--- src/shared/purs_pkg.sv ---
// constants for the power-up and reset sequencer
package purs_pkg;
	localparam int LEVEL_W = 2;
	localparam logic [1:0] BOR_LEVEL_ZERO = 2'h0;
	localparam int SYNC_STAGES = 2;
	localparam int CFG_ADDR_W = 8;
	localparam logic [7:0] CFG_REGION_BASE = 8'h40;
	localparam int CFG_WORDS = 2;
	localparam logic [7:0] CFG_IDX_SWP0 = 8'h00;
	localparam logic [7:0] CFG_IDX_SWP1 = 8'h01;
	localparam int CLOCK_MHZ = 50;
	localparam int SETTLE_NS = 100;
	localparam int SETTLE_CYCLES = (SETTLE_NS * CLOCK_MHZ + 999) / 1000;
	localparam int RST_PULSE_NS = 200;
	localparam int RST_PULSE_CYCLES = (RST_PULSE_NS * CLOCK_MHZ + 999) / 1000;
	localparam int CNT_W = 4;
	localparam logic [3:0] CNT_ZERO = 4'h0;
	localparam logic [3:0] CNT_ONE = 4'h1;
	localparam logic [3:0] SETTLE_LOAD = 4'(SETTLE_CYCLES);
	localparam logic [3:0] PULSE_LOAD = 4'(RST_PULSE_CYCLES);
	localparam logic [7:0] IDX_ZERO = 8'h00;
	localparam logic [7:0] IDX_ONE = 8'h01;
	localparam logic [7:0] IDX_LAST = 8'(CFG_WORDS - 1);
endpackage

--- src/hdl/purs_sequencer.sv ---
// power-up and reset sequencer with nested reset levels
// Contract
// - supply above power-on threshold starts reference, monitor
// - above brownout level zero: boot continues, start pmu
// - four brownout levels in a two-bit setting
// - startup forces brownout level zero
// - fall below raised level: interrupt, revert to zero
// - five reset levels, each with its own output
// - rtc reset by boot, brownout, power-on only
// - boot policy words only from boot flash region
`timescale 1ns/1ps
module purs_sequencer #(
	parameter int CFG_WORDS_P = purs_pkg::CFG_WORDS
) (
	input wire logic CLOCK_I,
	input wire logic RESET_N_I,
	input wire logic POR_ABOVE_I,
	input wire logic BOR_ABOVE_I,
	input wire logic BOOT_REQ_I,
	input wire logic SYS_REQ_I,
	input wire logic CORE_REQ_I,
	input wire logic LEVEL_WR_I,
	input wire logic [1:0] LEVEL_DATA_I,
	input wire logic CFG_VALID_I,
	input wire logic [31:0] CFG_DATA_I,
	output logic CFG_RD_O,
	output logic [7:0] CFG_ADDR_O,
	output logic [31:0] SWP0_O,
	output logic [31:0] SWP1_O,
	output logic POR_RESET_O,
	output logic BOR_RESET_O,
	output logic BOOT_RESET_O,
	output logic SYS_RESET_O,
	output logic CORE_RESET_O,
	output logic RTC_RESET_O,
	output logic BANDGAP_EN_O,
	output logic BOR_MON_EN_O,
	output logic PMU_EN_O,
	output logic [1:0] BOR_LEVEL_O,
	output logic BOR_IRQ_O,
	output logic BOOT_DONE_O
);
	typedef enum logic [2:0] {
		ST_POR,
		ST_BOR_WAIT,
		ST_CFG_READ,
		ST_RUN
	} purs_state_t;

	typedef struct packed {
		purs_state_t state;
		logic por_s1;
		logic por_s2;
		logic bor_s1;
		logic bor_s2;
		logic [3:0] settle;
		logic [3:0] sys_cnt;
		logic [3:0] core_cnt;
		logic [7:0] idx;
		logic cfg_rd;
		logic [7:0] cfg_addr;
		logic [31:0] swp0;
		logic [31:0] swp1;
		logic por_rst;
		logic bor_rst;
		logic boot_rst;
		logic sys_rst;
		logic core_rst;
		logic rtc_rst;
		logic bandgap_en;
		logic bor_mon_en;
		logic pmu_en;
		logic [1:0] level;
		logic irq;
		logic boot_done;
	} purs_regs_t;

	localparam purs_regs_t RESET_REGS = '{
		state: ST_POR,
		por_s1: 1'b0,
		por_s2: 1'b0,
		bor_s1: 1'b0,
		bor_s2: 1'b0,
		settle: purs_pkg::CNT_ZERO,
		sys_cnt: purs_pkg::CNT_ZERO,
		core_cnt: purs_pkg::CNT_ZERO,
		idx: purs_pkg::IDX_ZERO,
		cfg_rd: 1'b0,
		cfg_addr: purs_pkg::CFG_REGION_BASE,
		swp0: 32'h0,
		swp1: 32'h0,
		por_rst: 1'b1,
		bor_rst: 1'b1,
		boot_rst: 1'b1,
		sys_rst: 1'b1,
		core_rst: 1'b1,
		rtc_rst: 1'b1,
		bandgap_en: 1'b0,
		bor_mon_en: 1'b0,
		pmu_en: 1'b0,
		level: purs_pkg::BOR_LEVEL_ZERO,
		irq: 1'b0,
		boot_done: 1'b0
	};

	function automatic logic [3:0] count_down(input logic [3:0] c);
		count_down = (c == purs_pkg::CNT_ZERO) ? c : c - purs_pkg::CNT_ONE;
	endfunction

	purs_regs_t r;
	purs_regs_t next_r;
	logic drop;
	logic wr_ok;

	// brownout drop seen only once the comparator settled on the level
	assign drop = r.bor_mon_en && !r.bor_s2 && r.settle == purs_pkg::CNT_ZERO;
	assign wr_ok = r.state == ST_RUN && LEVEL_WR_I && !drop;

	always_comb
	begin
		next_r = r;
		next_r.irq = 1'b0;
		next_r.por_s1 = POR_ABOVE_I;
		next_r.por_s2 = r.por_s1;
		next_r.bor_s1 = BOR_ABOVE_I;
		next_r.bor_s2 = r.bor_s1;
		next_r.settle = count_down(r.settle);
		next_r.sys_cnt = count_down(r.sys_cnt);
		next_r.core_cnt = count_down(r.core_cnt);
		next_r.cfg_rd = 1'b0;
		case (r.state)
			ST_POR:
			begin
				next_r.level = purs_pkg::BOR_LEVEL_ZERO;
				if (r.por_s2)
				begin
					next_r.state = ST_BOR_WAIT;
					next_r.bandgap_en = 1'b1;
					next_r.bor_mon_en = 1'b1;
					next_r.settle = purs_pkg::SETTLE_LOAD;
				end
			end
			ST_BOR_WAIT:
			begin
				next_r.level = purs_pkg::BOR_LEVEL_ZERO;
				if (r.bor_s2 && r.settle == purs_pkg::CNT_ZERO)
				begin
					next_r.state = ST_CFG_READ;
					next_r.pmu_en = 1'b1;
					next_r.idx = purs_pkg::IDX_ZERO;
				end
			end
			ST_CFG_READ:
			begin
				next_r.level = purs_pkg::BOR_LEVEL_ZERO;
				next_r.cfg_rd = 1'b1;
				next_r.cfg_addr = purs_pkg::CFG_REGION_BASE + r.idx;
				if (r.cfg_rd && CFG_VALID_I)
				begin
					next_r.cfg_rd = 1'b0;
					if (r.idx == purs_pkg::CFG_IDX_SWP0)
						next_r.swp0 = CFG_DATA_I;
					if (r.idx == purs_pkg::CFG_IDX_SWP1)
						next_r.swp1 = CFG_DATA_I;
					if (r.idx == 8'(CFG_WORDS_P - 1))
					begin
						next_r.state = ST_RUN;
						next_r.boot_done = 1'b1;
					end
					else
						next_r.idx = r.idx + purs_pkg::IDX_ONE;
				end
			end
			ST_RUN:
			begin
				if (BOOT_REQ_I)
				begin
					next_r.state = ST_CFG_READ;
					next_r.boot_done = 1'b0;
					next_r.idx = purs_pkg::IDX_ZERO;
					next_r.level = purs_pkg::BOR_LEVEL_ZERO;
				end
				if (SYS_REQ_I)
					next_r.sys_cnt = purs_pkg::PULSE_LOAD;
				if (CORE_REQ_I)
					next_r.core_cnt = purs_pkg::PULSE_LOAD;
				if (wr_ok && !BOOT_REQ_I)
				begin
					next_r.level = LEVEL_DATA_I;
					next_r.settle = purs_pkg::SETTLE_LOAD;
				end
			end
			default:
				next_r.state = ST_POR;
		endcase
		if (drop && r.state != ST_POR && r.state != ST_BOR_WAIT)
		begin
			if (r.level != purs_pkg::BOR_LEVEL_ZERO)
			begin
				next_r.irq = 1'b1;
				next_r.level = purs_pkg::BOR_LEVEL_ZERO;
				next_r.settle = purs_pkg::SETTLE_LOAD;
			end
			else
			begin
				next_r.state = ST_BOR_WAIT;
				next_r.boot_done = 1'b0;
				next_r.settle = purs_pkg::SETTLE_LOAD;
			end
		end
		if (!r.por_s2)
		begin
			next_r.state = ST_POR;
			next_r.bandgap_en = 1'b0;
			next_r.bor_mon_en = 1'b0;
			next_r.pmu_en = 1'b0;
			next_r.boot_done = 1'b0;
			next_r.level = purs_pkg::BOR_LEVEL_ZERO;
		end
		if (next_r.state != ST_RUN)
			next_r.cfg_rd = next_r.state == ST_CFG_READ && next_r.cfg_rd;
		next_r.por_rst = next_r.state == ST_POR;
		next_r.bor_rst = next_r.por_rst || next_r.state == ST_BOR_WAIT;
		next_r.boot_rst = next_r.bor_rst || next_r.state == ST_CFG_READ;
		next_r.sys_rst = next_r.boot_rst || next_r.sys_cnt != purs_pkg::CNT_ZERO;
		next_r.core_rst = next_r.sys_rst || next_r.core_cnt != purs_pkg::CNT_ZERO;
		next_r.rtc_rst = next_r.boot_rst;
	end

	always_ff @(posedge CLOCK_I or negedge RESET_N_I)
	begin
		if (!RESET_N_I)
			r <= RESET_REGS;
		else
			r <= next_r;
	end

	assign CFG_RD_O = r.cfg_rd;
	assign CFG_ADDR_O = r.cfg_addr;
	assign SWP0_O = r.swp0;
	assign SWP1_O = r.swp1;
	assign POR_RESET_O = r.por_rst;
	assign BOR_RESET_O = r.bor_rst;
	assign BOOT_RESET_O = r.boot_rst;
	assign SYS_RESET_O = r.sys_rst;
	assign CORE_RESET_O = r.core_rst;
	assign RTC_RESET_O = r.rtc_rst;
	assign BANDGAP_EN_O = r.bandgap_en;
	assign BOR_MON_EN_O = r.bor_mon_en;
	assign PMU_EN_O = r.pmu_en;
	assign BOR_LEVEL_O = r.level;
	assign BOR_IRQ_O = r.irq;
	assign BOOT_DONE_O = r.boot_done;

	reset_nest_a: assert property (@(posedge CLOCK_I) disable iff (!RESET_N_I)
		BOR_RESET_O |-> BOOT_RESET_O && SYS_RESET_O && CORE_RESET_O)
		else $error("higher reset without lower levels");
	rtc_keep_a: assert property (@(posedge CLOCK_I) disable iff (!RESET_N_I)
		(SYS_RESET_O && !BOOT_RESET_O) |-> !RTC_RESET_O)
		else $error("rtc reset by system reset");
	por_release_a: assert property (@(posedge CLOCK_I) disable iff (!RESET_N_I)
		(POR_RESET_O && r.por_s2) |=> !POR_RESET_O && BANDGAP_EN_O && BOR_MON_EN_O)
		else $error("power-on release did not start reference");
	pmu_start_a: assert property (@(posedge CLOCK_I) disable iff (!RESET_N_I)
		$fell(BOR_RESET_O) |-> PMU_EN_O && BOOT_RESET_O)
		else $error("pmu not started on brownout release");
	start_level_a: assert property (@(posedge CLOCK_I) disable iff (!RESET_N_I)
		BOOT_RESET_O |-> BOR_LEVEL_O == purs_pkg::BOR_LEVEL_ZERO)
		else $error("level not zero during startup");
	drop_irq_a: assert property (@(posedge CLOCK_I) disable iff (!RESET_N_I)
		BOR_IRQ_O |-> BOR_LEVEL_O == purs_pkg::BOR_LEVEL_ZERO
			&& $past(BOR_LEVEL_O) != purs_pkg::BOR_LEVEL_ZERO)
		else $error("interrupt without level revert");
	level_write_a: assert property (@(posedge CLOCK_I) disable iff (!RESET_N_I)
		(wr_ok && !BOOT_REQ_I && r.por_s2) |=> BOR_LEVEL_O == $past(LEVEL_DATA_I))
		else $error("level write not applied");
	cfg_region_a: assert property (@(posedge CLOCK_I) disable iff (!RESET_N_I)
		CFG_RD_O |-> CFG_ADDR_O >= purs_pkg::CFG_REGION_BASE
			&& CFG_ADDR_O < purs_pkg::CFG_REGION_BASE + 8'(CFG_WORDS_P))
		else $error("policy read outside boot region");
	por_loss_a: assert property (@(posedge CLOCK_I) disable iff (!RESET_N_I)
		$fell(r.por_s2) |=> POR_RESET_O && !PMU_EN_O)
		else $error("power-on loss not held in reset");
endmodule

--- config.mk ---
export PLATFORM = sky130hd
export DESIGN_NAME = purs_sequencer
export DESIGN_NICKNAME = d
export VERILOG_FILES = /design/src/shared/purs_pkg.sv /design/src/hdl/purs_sequencer.sv
export SDC_FILE = /design/constraint.sdc
export NUM_CORES = 1
export LEC_CHECK = 0
export BUFFER_PORTS_ARGS = -buffer_cell sky130_fd_sc_hd__buf_2
export CAP_MARGIN = 5
export CORE_MARGIN = 2
export CORE_UTILIZATION = 60
export CTS_BUF_LIST = sky130_fd_sc_hd__clkbuf_8
export DETAILED_ROUTE_END_ITERATION = 10
export GPL_ROUTABILITY_DRIVEN = 0
export PLACE_DENSITY = 0.95
export SLEW_MARGIN = 20
export SYNTH_ARGS = -nofsm -noshare
export SYNTH_HDL_FRONTEND = slang
export SYNTH_SLANG_ARGS = --single-unit
export TNS_END_PERCENT = 10
--- constraint.sdc ---
create_clock -name CLOCK_I -period 6.65 [get_ports CLOCK_I]
set_input_delay 1.33 -clock CLOCK_I [delete_from_list [all_inputs] [get_ports CLOCK_I]]
set_output_delay 1.33 -clock CLOCK_I [all_outputs]
set_load 0.05 [all_outputs]
=== Word level (Yosys, flattened, before mapping) ===
Cells that the tools add are included.
Widths: inputs -> output; s select.

* Add/subtract/negate cells: 5
* Eq/ne operators: 15
* Mux-type cells: 43
* Reduce and logical (&&, ||, !) cells: 33

{| class="wikitable"
|+ Operators by type and width
! cell !! count
|-
| $mux 73 || 1
|-
| $mux 32 || 2
|-
| $mux 64 || 1
|-
| $mux 4 || 9
|-
| $mux 8 || 4
|-
| $mux 3 || 8
|-
| $pmux 8 s3 || 1
|-
| $logic_not 4->1 || 3
|-
| $pmux 3 s4 || 1
|-
| $sub 4x1->4 const B || 3
|-
| $logic_and 1x1->1 || 10
|-
| $eq 3x2->1 const B || 3
|-
| $mux 9 || 1
|-
| $add 7x8->8 const A || 1
|-
| $add 8x1->8 const B || 1
|-
| $eq 8x1->1 const B || 1
|-
| $logic_not 8->1 || 1
|-
| $mux 1 || 8
|-
| $ne 2x2->1 const B || 4
|-
| $pmux 4 s2 || 1
|-
| $reduce_bool 4->1 || 2
|-
| $eq 3x1->1 const B || 2
|-
| $logic_not 3->1 || 2
|-
| $mux 2 || 3
|-
| 14 further kinds || 23
|}

* Register bits after elaboration: 112
* Bits of input ports: 43
* Output and inout bits: 86

=== Depth between registers and ports, before layout ===
Gate-level depths: netlist (run 1).

* Depth in word-level cells: 12
* Depth in mapped cells: 8
* Depth with buffers taken out: 6

=== Least setup slack after synthesis (run 1) ===
No wires, ideal clock.

* Path type: input-to-reg
* From: input CFG_VALID_I
* To: register r, in the netlist SWP1_O[10]
* Setup time: 0.125 ns
* Arrival time: 2.422 ns
* Required time: 6.525 ns
* Setup slack: 4.103 ns
* Cell stages on the path: 5
* Path buffers: 2
* Path through: nand2_1 > or3_1 > buf_6 > buf_12 > mux2_4

* Cells in the longest elaborated chain, start to end: 2

{| class="wikitable"
|+ Ends and longest elaborated chain
! what !! line !! text
|-
| from (decl) || purs_sequencer.sv:24 || <nowiki>input wire logic CFG_VALID_I,</nowiki>
|-
| $logic_and 1x1->1 || purs_sequencer.sv:158 || <nowiki>if (r.cfg_rd && CFG_VALID_I)</nowiki>
|-
| $reduce_and 3->1 (no source line) || - ||
|-
| to (signal assigned) || purs_sequencer.sv:235 || <nowiki>r <= next_r;</nowiki>
|-
| to (decl) || purs_sequencer.sv:110 || <nowiki>purs_regs_t r;</nowiki>
|}

No other way between the ends.
A chain may end at the register's enable or synchronous reset.

=== Final worst setup path (run 1) ===
* From: register r[112] (netlist name)
* To: register r, in the netlist SWP1_O[15]

* Cells in the longest elaborated chain, start to end: 2

{| class="wikitable"
|+ Ends and longest elaborated chain
! what !! line !! text
|-
| $eq 3x2->1 || purs_sequencer.sv:131 || <nowiki>case (r.state)</nowiki>
|-
| $reduce_and 3->1 (no source line) || - ||
|}

No other way between the ends.

==> results of run 1 <==
## registers in the layout, summed over array words and instances, names as in the netlist
register      flops
BOR_LEVEL_O       2
r                25
CFG_ADDR_O        8
CORE_RESET_O      1
BOR_RESET_O       1
RTC_RESET_O       1
next_r            2
BANDGAP_EN_O      1
POR_RESET_O       1
BOR_IRQ_O         1
SWP1_O           32
PMU_EN_O          1
SYS_RESET_O       1
CFG_RD_O          1
SWP0_O           32
BOOT_DONE_O       1
## placed cells by master, fill, tap and decap left out, drive strengths merged, types with 2 or more instances in the layout
master / instances
or3: 5
nand3: 10
nand4: 4
clkinvlp: 4
nand4b: 2
buf: 130
dfrtp: 105
o211ai: 6
o21ai: 9
or3b: 4
nor3b: 2
ha: 8
a31oi: 9
nor2: 12
nand2: 36
or4: 2
nor2b: 3
o211a: 2
nor3: 8
dfstp: 6
clkbuf: 9
a21oi: 8
o21a: 4
inv: 17
a41oi: 2
nand3b: 4
and3: 9
xnor2: 3
mux2: 64
nor4: 3
a211oi: 3
nand2b: 5
## metrics by stage
step | util | instance area [sq um]
floorplan | - | 5439
global placement | 0.6326 | 5544
detailed placement | 0.6326 | 5544
CTS | 0.6549 | 5739
global route | 0.6555 | 5744
finish | 0.6555 | 5744
## worst max-delay path: stages (launching register included)
cell and delay (ns):
dfrtp_1 0.53, or3b_1 0.70, or3_2 1.00, mux2_4 0.47
## cells in the mapped netlist (all sizes together) (3+ instances only)
master	count	area, sq um
dfrtp	105	2628
buf	85	666.9
mux2	64	829.6
nand2	36	135.1
inv	16	60.06
nor2	12	45.04
nand3	10	50.05
a31oi	9	56.30
and3	9	56.30
o21ai	9	45.04
a21oi	8	40.04
ha	8	100.1
nor3	8	40.04
clkbuf	6	22.52
dfstp	6	157.7
o211ai	6	45.04
nand2b	5	31.28
or3	5	36.28
nand3b	4	30.03
nand4	4	25.02
o21a	4	30.03
or3b	4	35.04
a211oi	3	22.52
nor2b	3	18.77
nor4	3	33.78
xnor2	3	26.28
## routing by layer
layer | track usage | vias up
met5 | 0 | -
met4 | 0.05796 | 0
met3 | 0.04708 | 14
met2 | 0.3711 | 134
met1 | 0.2796 | 1680
li1 | - | 1602
## how the worst max path moves through the flow
stage                     slack (ns)         end
after CTS                       3.79  SWP1_O[15]
after floorplan                 4.10  SWP1_O[10]
final                           3.80  SWP1_O[15]
after detailed placement        3.50  SWP1_O[15]
after global placement          3.56  SWP1_O[13]
after global routing            3.65  SWP1_O[15]
## power by group through the flow
stage / registers (mW) / logic, mW / clock network, mW
2_1_floorplan: 0.761 / 0.179 / 0
6_report: 0.760 / 0.240 / 0.402
3_3_place_gp: 0.767 / 0.220 / 0
4_1_cts: 0.759 / 0.242 / 0.413
3_5_place_dp: 0.772 / 0.240 / 0
5_1_grt: 0.768 / 0.275 / 0.438
## cell families after synthesis
logic type	after synthesis
compound gates	50
xor+xnor	3
fa+ha+maj	8
buf+inv	107
flops	111
mux	64
other cells	1
simple gates	112
## layout make-up
cell class	count	area, sq um
Clock buffer	9	123.9
Clock inverter	6	71.32
Tap cell	108	135.1
Inverter	16	60.06
Multi-Input combinational cell	238	1911
Fill cell	648	3019
Timing Repair Buffer	130	658.1
Sequential cell	111	2785
==> results.ini, run 1 <==
[power_and_ir_drop]
p_leak_nw=3.140
pwr-share-comb=0.171
p_clk_frac=0.287
peakVddDrop_mv=0.1753
total_power_mw=1.403
power.share.switching=0.2915
p_per_area_mw_per_mm2=244.2
internal-power_uw=993.9
seqPwrFrac=0.542
switching_power_uw=408.8

[timing]
slew_headroom=0.3019
period_share=0.4290
holdWs_ns=0.3587
fmax_ghz=0.3505
min_period_ns=2.853
setup_violations=0
worst_pin_slew_ns=1.047
hold_viol=0
fin_ws_ns=3.797
finClkSkew_ns=0.009141
drv_slew=0
tns_ns=0
rsz0062_at_grt=no

[placed_design]
io_buffers=128
dp_cells=603
place_ws_ns=3.497
place_hpwl_um=7560

[worst_setup_path]
worstRegToRegCells=3
worstSetupStartpointType=flip-flop
timing.rr.start=r[112]
reg2reg_to=SWP1_O[15]
crit_start=r[112]
r2r_slack_ns=3.80
path_class=reg -> reg
cp.required_ns=6.90
crit_fanout=33
setup.worst_path.end_class=flip-flop
arrival_ns=3.10

[floorplanning]
io_pins=129
die_area_sq_mm=0.009843
rows=34
core_sq_mm=0.008763
die_height_um=99.21
start_util=0.6206
chipWidth_um=99.21

[routing]
route.met3.wl_um=658
drt_iter0_markers=156
vias_per_cell=5.550
wl_per_cell_um=16.56
drc=0
top_layer=met4
m1WireLength_um=4281
wirelength_um=10230
vias=3430
met2_wirelength_um=5176
drt-pass1-iter-count=4
ant_nets=0

[run_status]
status=finished clean

[global_route]
antenna_found_initial=0
grt_pass1_vias=3493
grt_pass1_wl_um=17160
grt_usage=0.2161
grt_max_degree=60
grt.overflow.total=0

[worst_hold_path]
holdPathStages=0
hp-class=reg -> reg
min-delay-start=next_r[108]
whs_endpoint=r[108]

[synthesis]
postSynthNetCount=507
ys.flop_type=dfrtp_1
synth_edf_count=0
yosys_warnings=0
synth_top_family_by_area=multiplexers
postSynthAreaPerCell_sq_um=11.93
ys_ff_latch=111
synthMuxAreaShare=0.1525
yosys.area_share.simple=0.1120
yosysSeqAreaShare=0.5121
synth_area_sq_mm=0.005439
synth_compound_area_frac=0.06165
async_flop_share=1.000
yosysUniqueCellTypes=51
synth_xor_area_frac=0.004831
synthAdderAreaFrac=0.01840
syn_inst=456

[cts]
clk_latency_ns=0.37
clockBufferDepth=2
clock-sinks=111
tritoncts=built
cts.repair.resized=0
cts_buffers=9
ctsHoldBuffers=0
cts_root_buf=clkbuf_8
cts_setup_buffers=0
htreeDepth=3
clkTransAtPathRegs_ns=0.10

[cells_and_area]
drive_gt1_frac=0.4373
final_cell_count_no_fill=618
area_growth_pct=5.613
nets=557
diodes=0

[run]
drv_cap=0

Note: power is estimated with default switching activity, not from simulation.
==> run 2: changes to the inputs <==
--- a/config.mk
+++ b/config.mk
@@ -8,11 +8,11 @@
 export BUFFER_PORTS_ARGS = -buffer_cell sky130_fd_sc_hd__buf_2
 export CAP_MARGIN = 5
 export CORE_MARGIN = 2
-export CORE_UTILIZATION = 60
+export CORE_UTILIZATION = 50
 export CTS_BUF_LIST = sky130_fd_sc_hd__clkbuf_8
 export DETAILED_ROUTE_END_ITERATION = 10
 export GPL_ROUTABILITY_DRIVEN = 0
-export PLACE_DENSITY = 0.95
+export PLACE_DENSITY = 0.85
 export SLEW_MARGIN = 20
 export SYNTH_ARGS = -nofsm -noshare
 export SYNTH_HDL_FRONTEND = slang
==> constraint.sdc (replaced) <==
create_clock -name CLOCK_I -period 2.28 [get_ports CLOCK_I]
set_input_delay 0.456 -clock CLOCK_I [delete_from_list [all_inputs] [get_ports CLOCK_I]]
set_output_delay 0.456 -clock CLOCK_I [all_outputs]
set_load 0.05 [all_outputs]
==> results.ini, run 2 (same netlist as run 1, synthesis figures left out) <==
[run_status]
status=finished clean  ; unchanged

[global_route]
grt_max_degree=65  ; was 60
grt_pass1_wl_um=17020  ; was 17160 um
grt.overflow.total=0  ; unchanged
grt_usage=0.1865  ; was 0.2161
antenna_found_initial=0  ; unchanged
grt_pass1_vias=3474  ; was 3493

[worst_setup_path]
cp.required_ns=2.60  ; was 6.90 ns
cpLargestDelayFamily=simple AND/OR/NAND/NOR gates  ; unchanged
path_buf_inv=1  ; was 0
path_class=reg -> reg  ; unchanged
crit_fanout=6  ; was 33
setup.worst_path.end_class=flip-flop  ; unchanged
slowest_delay_ns=0.53  ; was 1.00 ns
worstSetupStartpointType=flip-flop  ; unchanged
arrival_ns=2.47  ; was 3.10 ns
cp_slowest_cell=or3b_2  ; was or3_2
cp_cell_sequence=inv_1 > ha_1 > or3b_2 > o211a_1 > nor3_1 > and3_1  ; was or3b_1 > or3_2 > mux2_4

[cells_and_area]
diodes=0  ; unchanged
final_cell_count_no_fill=667  ; was 618
area_growth_pct=9.432  ; was 5.613%
fill_cells=877  ; was 648
final_cell_area_sq_mm=0.005952  ; was 0.005744 sq mm
final_common_cell=buf_2  ; unchanged
nets=573  ; was 557
layout_common_cells=buf_2, dfrtp_1, nand2_1  ; unchanged
drive_gt1_frac=0.4573  ; was 0.4373
final_core_util=0.5539  ; was 0.6555

[cts]
ctsHoldBuffers=0  ; unchanged
clock-sinks=111  ; unchanged
cts_buffers=9  ; unchanged
cts_root_buf=clkbuf_8  ; unchanged
clockBufferDepth=2  ; unchanged
tritoncts=built  ; unchanged
clkTransAtPathRegs_ns=0.11  ; was 0.10 ns
clk_latency_ns=0.39  ; was 0.37 ns
htreeDepth=3  ; unchanged

[floorplanning]
io_pins=129  ; unchanged
chipWidth_um=108.3  ; was 99.21 um
start_util=0.5062  ; was 0.6206
core_sq_mm=0.01075  ; was 0.008763 sq mm
rows=38  ; was 34
die_area_sq_mm=0.01173  ; was 0.009843 sq mm
die_height_um=108.3  ; was 99.21 um

[power_and_ir_drop]
p_per_area_mw_per_mm2=679.6  ; was 244.2 mW/mm^2
peakVddDrop_mv=0.5158  ; was 0.1753 mV
p_leak_nw=3.244  ; was 3.140 nW

[routing]
drc=0  ; unchanged
wl_per_cell_um=16.22  ; was 16.56 um
wirelength_um=10820  ; was 10230 um
ant_nets=0  ; unchanged
drt_iter0_markers=207  ; was 156
vias=3545  ; was 3430
vias_per_cell=5.315  ; was 5.550
drt-pass1-iter-count=6  ; was 4

[timing]
slew_headroom=0.6151  ; was 0.3019
setup_violations=0  ; unchanged
worst_pin_slew_ns=0.5773  ; was 1.047 ns
fin_ws_ns=0.1304  ; was 3.797 ns
drv_slew=0  ; unchanged
tns_ns=0  ; unchanged
period_share=0.9428  ; was 0.4290
rsz0062_at_grt=no  ; unchanged
min_period_ns=2.150  ; was 2.853 ns
finClkSkew_ns=0.01430  ; was 0.009141 ns
fmax_ghz=0.4652  ; was 0.3505 GHz
hold_viol=0  ; unchanged

[run]
drv_cap=0  ; unchanged

[worst_hold_path]
hp-class=in -> async  ; was reg -> reg

[placed_design]
place_hpwl_um=7887  ; was 7560 um
placed_area_sq_mm=0.005727  ; was 0.005544 sq mm
place_ws_ns=0.03128  ; was 3.497 ns
dp_cells=649  ; was 603
io_buffers=128  ; unchanged

run 2: timing repair:
action | in CTS | in global routing
resized for setup | 0 | 6
setup buffers | 0 | 1
endpoints found under the setup margin | 0 | 35
run 2: final cells by class:
cell class,count,area (sq um),area share
Clock buffer,9,123.9,0.02081
Inverter,16,60.06,0.01009
Timing Repair Buffer,146,837.1,0.1406
Clock inverter,7,51.30,0.008619
Sequential cell,111,2785,0.4679
Multi-Input combinational cell,238,1919,0.3225
Tap cell,140,175.2,0.02943
run 2: power by group:
part           internal (mW)  switching, mW
Combinational          0.316          0.424
Sequential              2.09          0.122
Clock                  0.401          0.691
run 2: worst reg2reg max path, cell delays in order (launching register included):
cell and delay (ns):
dfrtp_1 0.39, inv_1 0.11, ha_1 0.22, or3b_2 0.53, o211a_1 0.29, nor3_1 0.34, and3_1 0.22
run 2: final timing paths:
path	start	to	slack, ns	cells past startpoint
max in group asynchronous	RESET_N_I	r[103]	1.71	2
max	r[102]	r[103]	0.13	6
min in group CLOCK_I	POR_ABOVE_I	next_r[108]	0.16	1
min reg2reg	next_r[108]	r[108]	0.36	0
min	RESET_N_I	SWP1_O[5]	0.05	2
max reg2reg	r[102]	r[103]	0.13	6
run 2: routing by layer:
metal	share of wire	wire [um]	vias up	track usage
li1	-	-	1635	-
met5	0	0	-	0
met3	0.071	763	18	0.04219
met4	0.018	192	0	0.07234
met2	0.49	5263	133	0.3104
met1	0.43	4600	1759	0.2374
run 2: metrics by stage:
| step | hold slack [ns] | total power, mW |
|---|---|---|
| global route | 0.07372 | 4.260 |
| CTS | 0.06827 | 4.067 |
| finish | 0.04895 | 4.045 |
| floorplan | 0.1604 | 2.743 |
| global placement | 0.3340 | 2.900 |
| detailed placement | 0.3355 | 2.982 |
==> run 3: changes to the inputs <==
--- a/config.mk
+++ b/config.mk
@@ -8,11 +8,11 @@
 export BUFFER_PORTS_ARGS = -buffer_cell sky130_fd_sc_hd__buf_2
 export CAP_MARGIN = 5
 export CORE_MARGIN = 2
-export CORE_UTILIZATION = 50
+export CORE_UTILIZATION = 45
 export CTS_BUF_LIST = sky130_fd_sc_hd__clkbuf_8
 export DETAILED_ROUTE_END_ITERATION = 10
 export GPL_ROUTABILITY_DRIVEN = 0
-export PLACE_DENSITY = 0.85
+export PLACE_DENSITY = 0.78
 export SLEW_MARGIN = 20
 export SYNTH_ARGS = -nofsm -noshare
 export SYNTH_HDL_FRONTEND = slang
==> results.ini, run 3 (same netlist as run 1, synthesis figures left out) <==
[timing]
holdWs_ns=0.03873  ; was 0.04895 ns
drv_slew=0  ; unchanged
finClkSkew_ns=0.01119  ; was 0.01430 ns
worst_pin_slew_ns=0.5331  ; was 0.5773 ns
fin_ws_ns=0.1694  ; was 0.1304 ns
setup_violations=0  ; unchanged
fmax_ghz=0.4738  ; was 0.4652 GHz
period_share=0.9257  ; was 0.9428
min_period_ns=2.111  ; was 2.150 ns
slew_headroom=0.6446  ; was 0.6151
hold_viol=0  ; unchanged

[worst_setup_path]
reg2reg_to=CFG_RD_O  ; was r[103]
timing.rr.start=r[102]  ; unchanged
crit_fanout=6  ; unchanged
worstRegToRegCells=6  ; unchanged
crit_end=CFG_RD_O  ; was r[103]
r2r_slack_ns=0.17  ; was 0.13 ns
arrival_ns=2.38  ; was 2.47 ns
crit_start=r[102]  ; unchanged
cp.required_ns=2.55  ; was 2.60 ns
setup.worst_path.end_class=flip-flop  ; unchanged
worstSetupStartpointType=flip-flop  ; unchanged
path_class=reg -> reg  ; unchanged

[cts]
clk_latency_ns=0.38  ; was 0.39 ns
htreeDepth=3  ; unchanged
clockBufferDepth=2  ; unchanged
tritoncts=built  ; unchanged
clock-sinks=111  ; unchanged
clkTransAtPathRegs_ns=0.10  ; was 0.11 ns
cts_root_buf=clkbuf_8  ; unchanged
cts_buffers=9  ; unchanged
ctsHoldBuffers=0  ; unchanged

[power_and_ir_drop]
pwr-share-comb=0.174  ; was 0.183
p_clk_frac=0.292  ; was 0.270
switching_power_mw=1.201  ; was 1.237 mW
power.share.switching=0.2893  ; was 0.3058
peakVddDrop_mv=0.5985  ; was 0.5158 mV
seqPwrFrac=0.533  ; was 0.547
p_per_area_mw_per_mm2=692.6  ; was 679.6 mW/mm^2
p_leak_nw=3.270  ; was 3.244 nW
internal-power_mw=2.949  ; was 2.808 mW

[run_status]
status=finished clean  ; unchanged

[cells_and_area]
final_cell_area_sq_mm=0.005992  ; was 0.005952 sq mm
final_common_cell=buf_2  ; unchanged
area_growth_pct=10.17  ; was 9.432%
final_cell_count_no_fill=676  ; was 667
diodes=0  ; unchanged
drive_gt1_frac=0.4594  ; was 0.4573
layout_common_cells=buf_2, dfrtp_1, nand2_1  ; unchanged
nets=575  ; was 573

[global_route]
grt_pass1_vias=3469  ; was 3474
grt_pass1_wl_um=17050  ; was 17020 um
grt_usage=0.1669  ; was 0.1865
grt_max_degree=40  ; was 65
antenna_found_initial=0  ; unchanged
grt.overflow.total=0  ; unchanged

[routing]
drt_iter0_markers=221  ; was 207
ant_nets=0  ; unchanged
drt-pass1-iter-count=4  ; was 6
drc=0  ; unchanged
wl_per_cell_um=15.81  ; was 16.22 um
wirelength_um=10690  ; was 10820 um
vias_per_cell=5.200  ; was 5.315
vias=3515  ; was 3545

[floorplanning]
io_pins=129  ; unchanged
rows=40  ; was 38
core_sq_mm=0.01191  ; was 0.01075 sq mm
start_util=0.4566  ; was 0.5062
die_area_sq_mm=0.01298  ; was 0.01173 sq mm
die_height_um=113.9  ; was 108.3 um
chipWidth_um=113.9  ; was 108.3 um

[placed_design]
placed_area_sq_mm=0.005766  ; was 0.005727 sq mm
place_ws_ns=0.04953  ; was 0.03128 ns
io_buffers=128  ; unchanged
dp_cells=660  ; was 649
place_hpwl_um=7811  ; was 7887 um

[worst_hold_path]
hp-class=in -> async  ; unchanged

[run]
drv_cap=0  ; unchanged

## run 3: area by class of cell
| cell class | count | area (sq um) |
|---|---|---|
| clock buffer | 10 | 137.6 |
| tap | 147 | 183.9 |
| sequential | 111 | 2785 |
| inverter | 16 | 60.06 |
| multi-input combinational | 238 | 1927 |
| clock inverter | 6 | 67.56 |
| fill | 1037 | 5919 |
| timing repair buffer | 148 | 830.8 |
## run 3: power groups by stage
stage | Combinational [mW] | Sequential (mW) | Clock [mW]
2_1_floorplan | 0.523 | 2.22 | 0
3_3_place_gp | 0.671 | 2.23 | 0
3_5_place_dp | 0.727 | 2.24 | 0
4_1_cts | 0.728 | 2.21 | 1.28
5_1_grt | 0.841 | 2.23 | 1.35
6_report | 0.723 | 2.21 | 1.21
## run 3: worst min path at each step
| stage | end | slack [ns] | depth (start not counted) |
|---|---|---|---|
| floorplan | BANDGAP_EN_O | 0.16 | 0 |
| global placement | r[108] | 0.33 | 0 |
| detailed placement | r[108] | 0.34 | 0 |
| CTS | SWP1_O[13] | 0.04 | 1 |
| global route | SWP0_O[19] | 0.05 | 1 |
| finish | SWP1_O[17] | 0.04 | 1 |
## run 3: routing by layer
layer / GRT usage / vias to the layer above / part of all wire
met5: 0 / - / 0
met4: 0.04715 / 0 / 0.011
met3: 0.05207 / 10 / 0.066
met2: 0.2829 / 134 / 0.49
met1: 0.2061 / 1732 / 0.43
li1: - / 1639 / -
## run 3: per-stage QoR
step	TNS (ns)	power (mW)	utilization
6_report	0	4.150	0.5030
5_1_grt	-0.01002	4.425	0.5030
4_1_cts	0	4.221	0.5013
3_5_place_dp	0	2.972	0.4840
3_3_place_gp	0	2.903	0.4840
2_1_floorplan	0	2.743	-
## run 3: what timing repair did
action | in CTS | in global routing
resized for setup | 0 | 5
setup buffers | 0 | 0
setup endpoints to repair | 0 | 38
## run 3: worst max-delay path, cell delays in order (launching register included)
cell and delay, ns:
dfrtp_1 0.38, inv_1 0.11, ha_1 0.22, or3b_2 0.53, o41ai_2 0.35, a21oi_1 0.19, and3_1 0.22
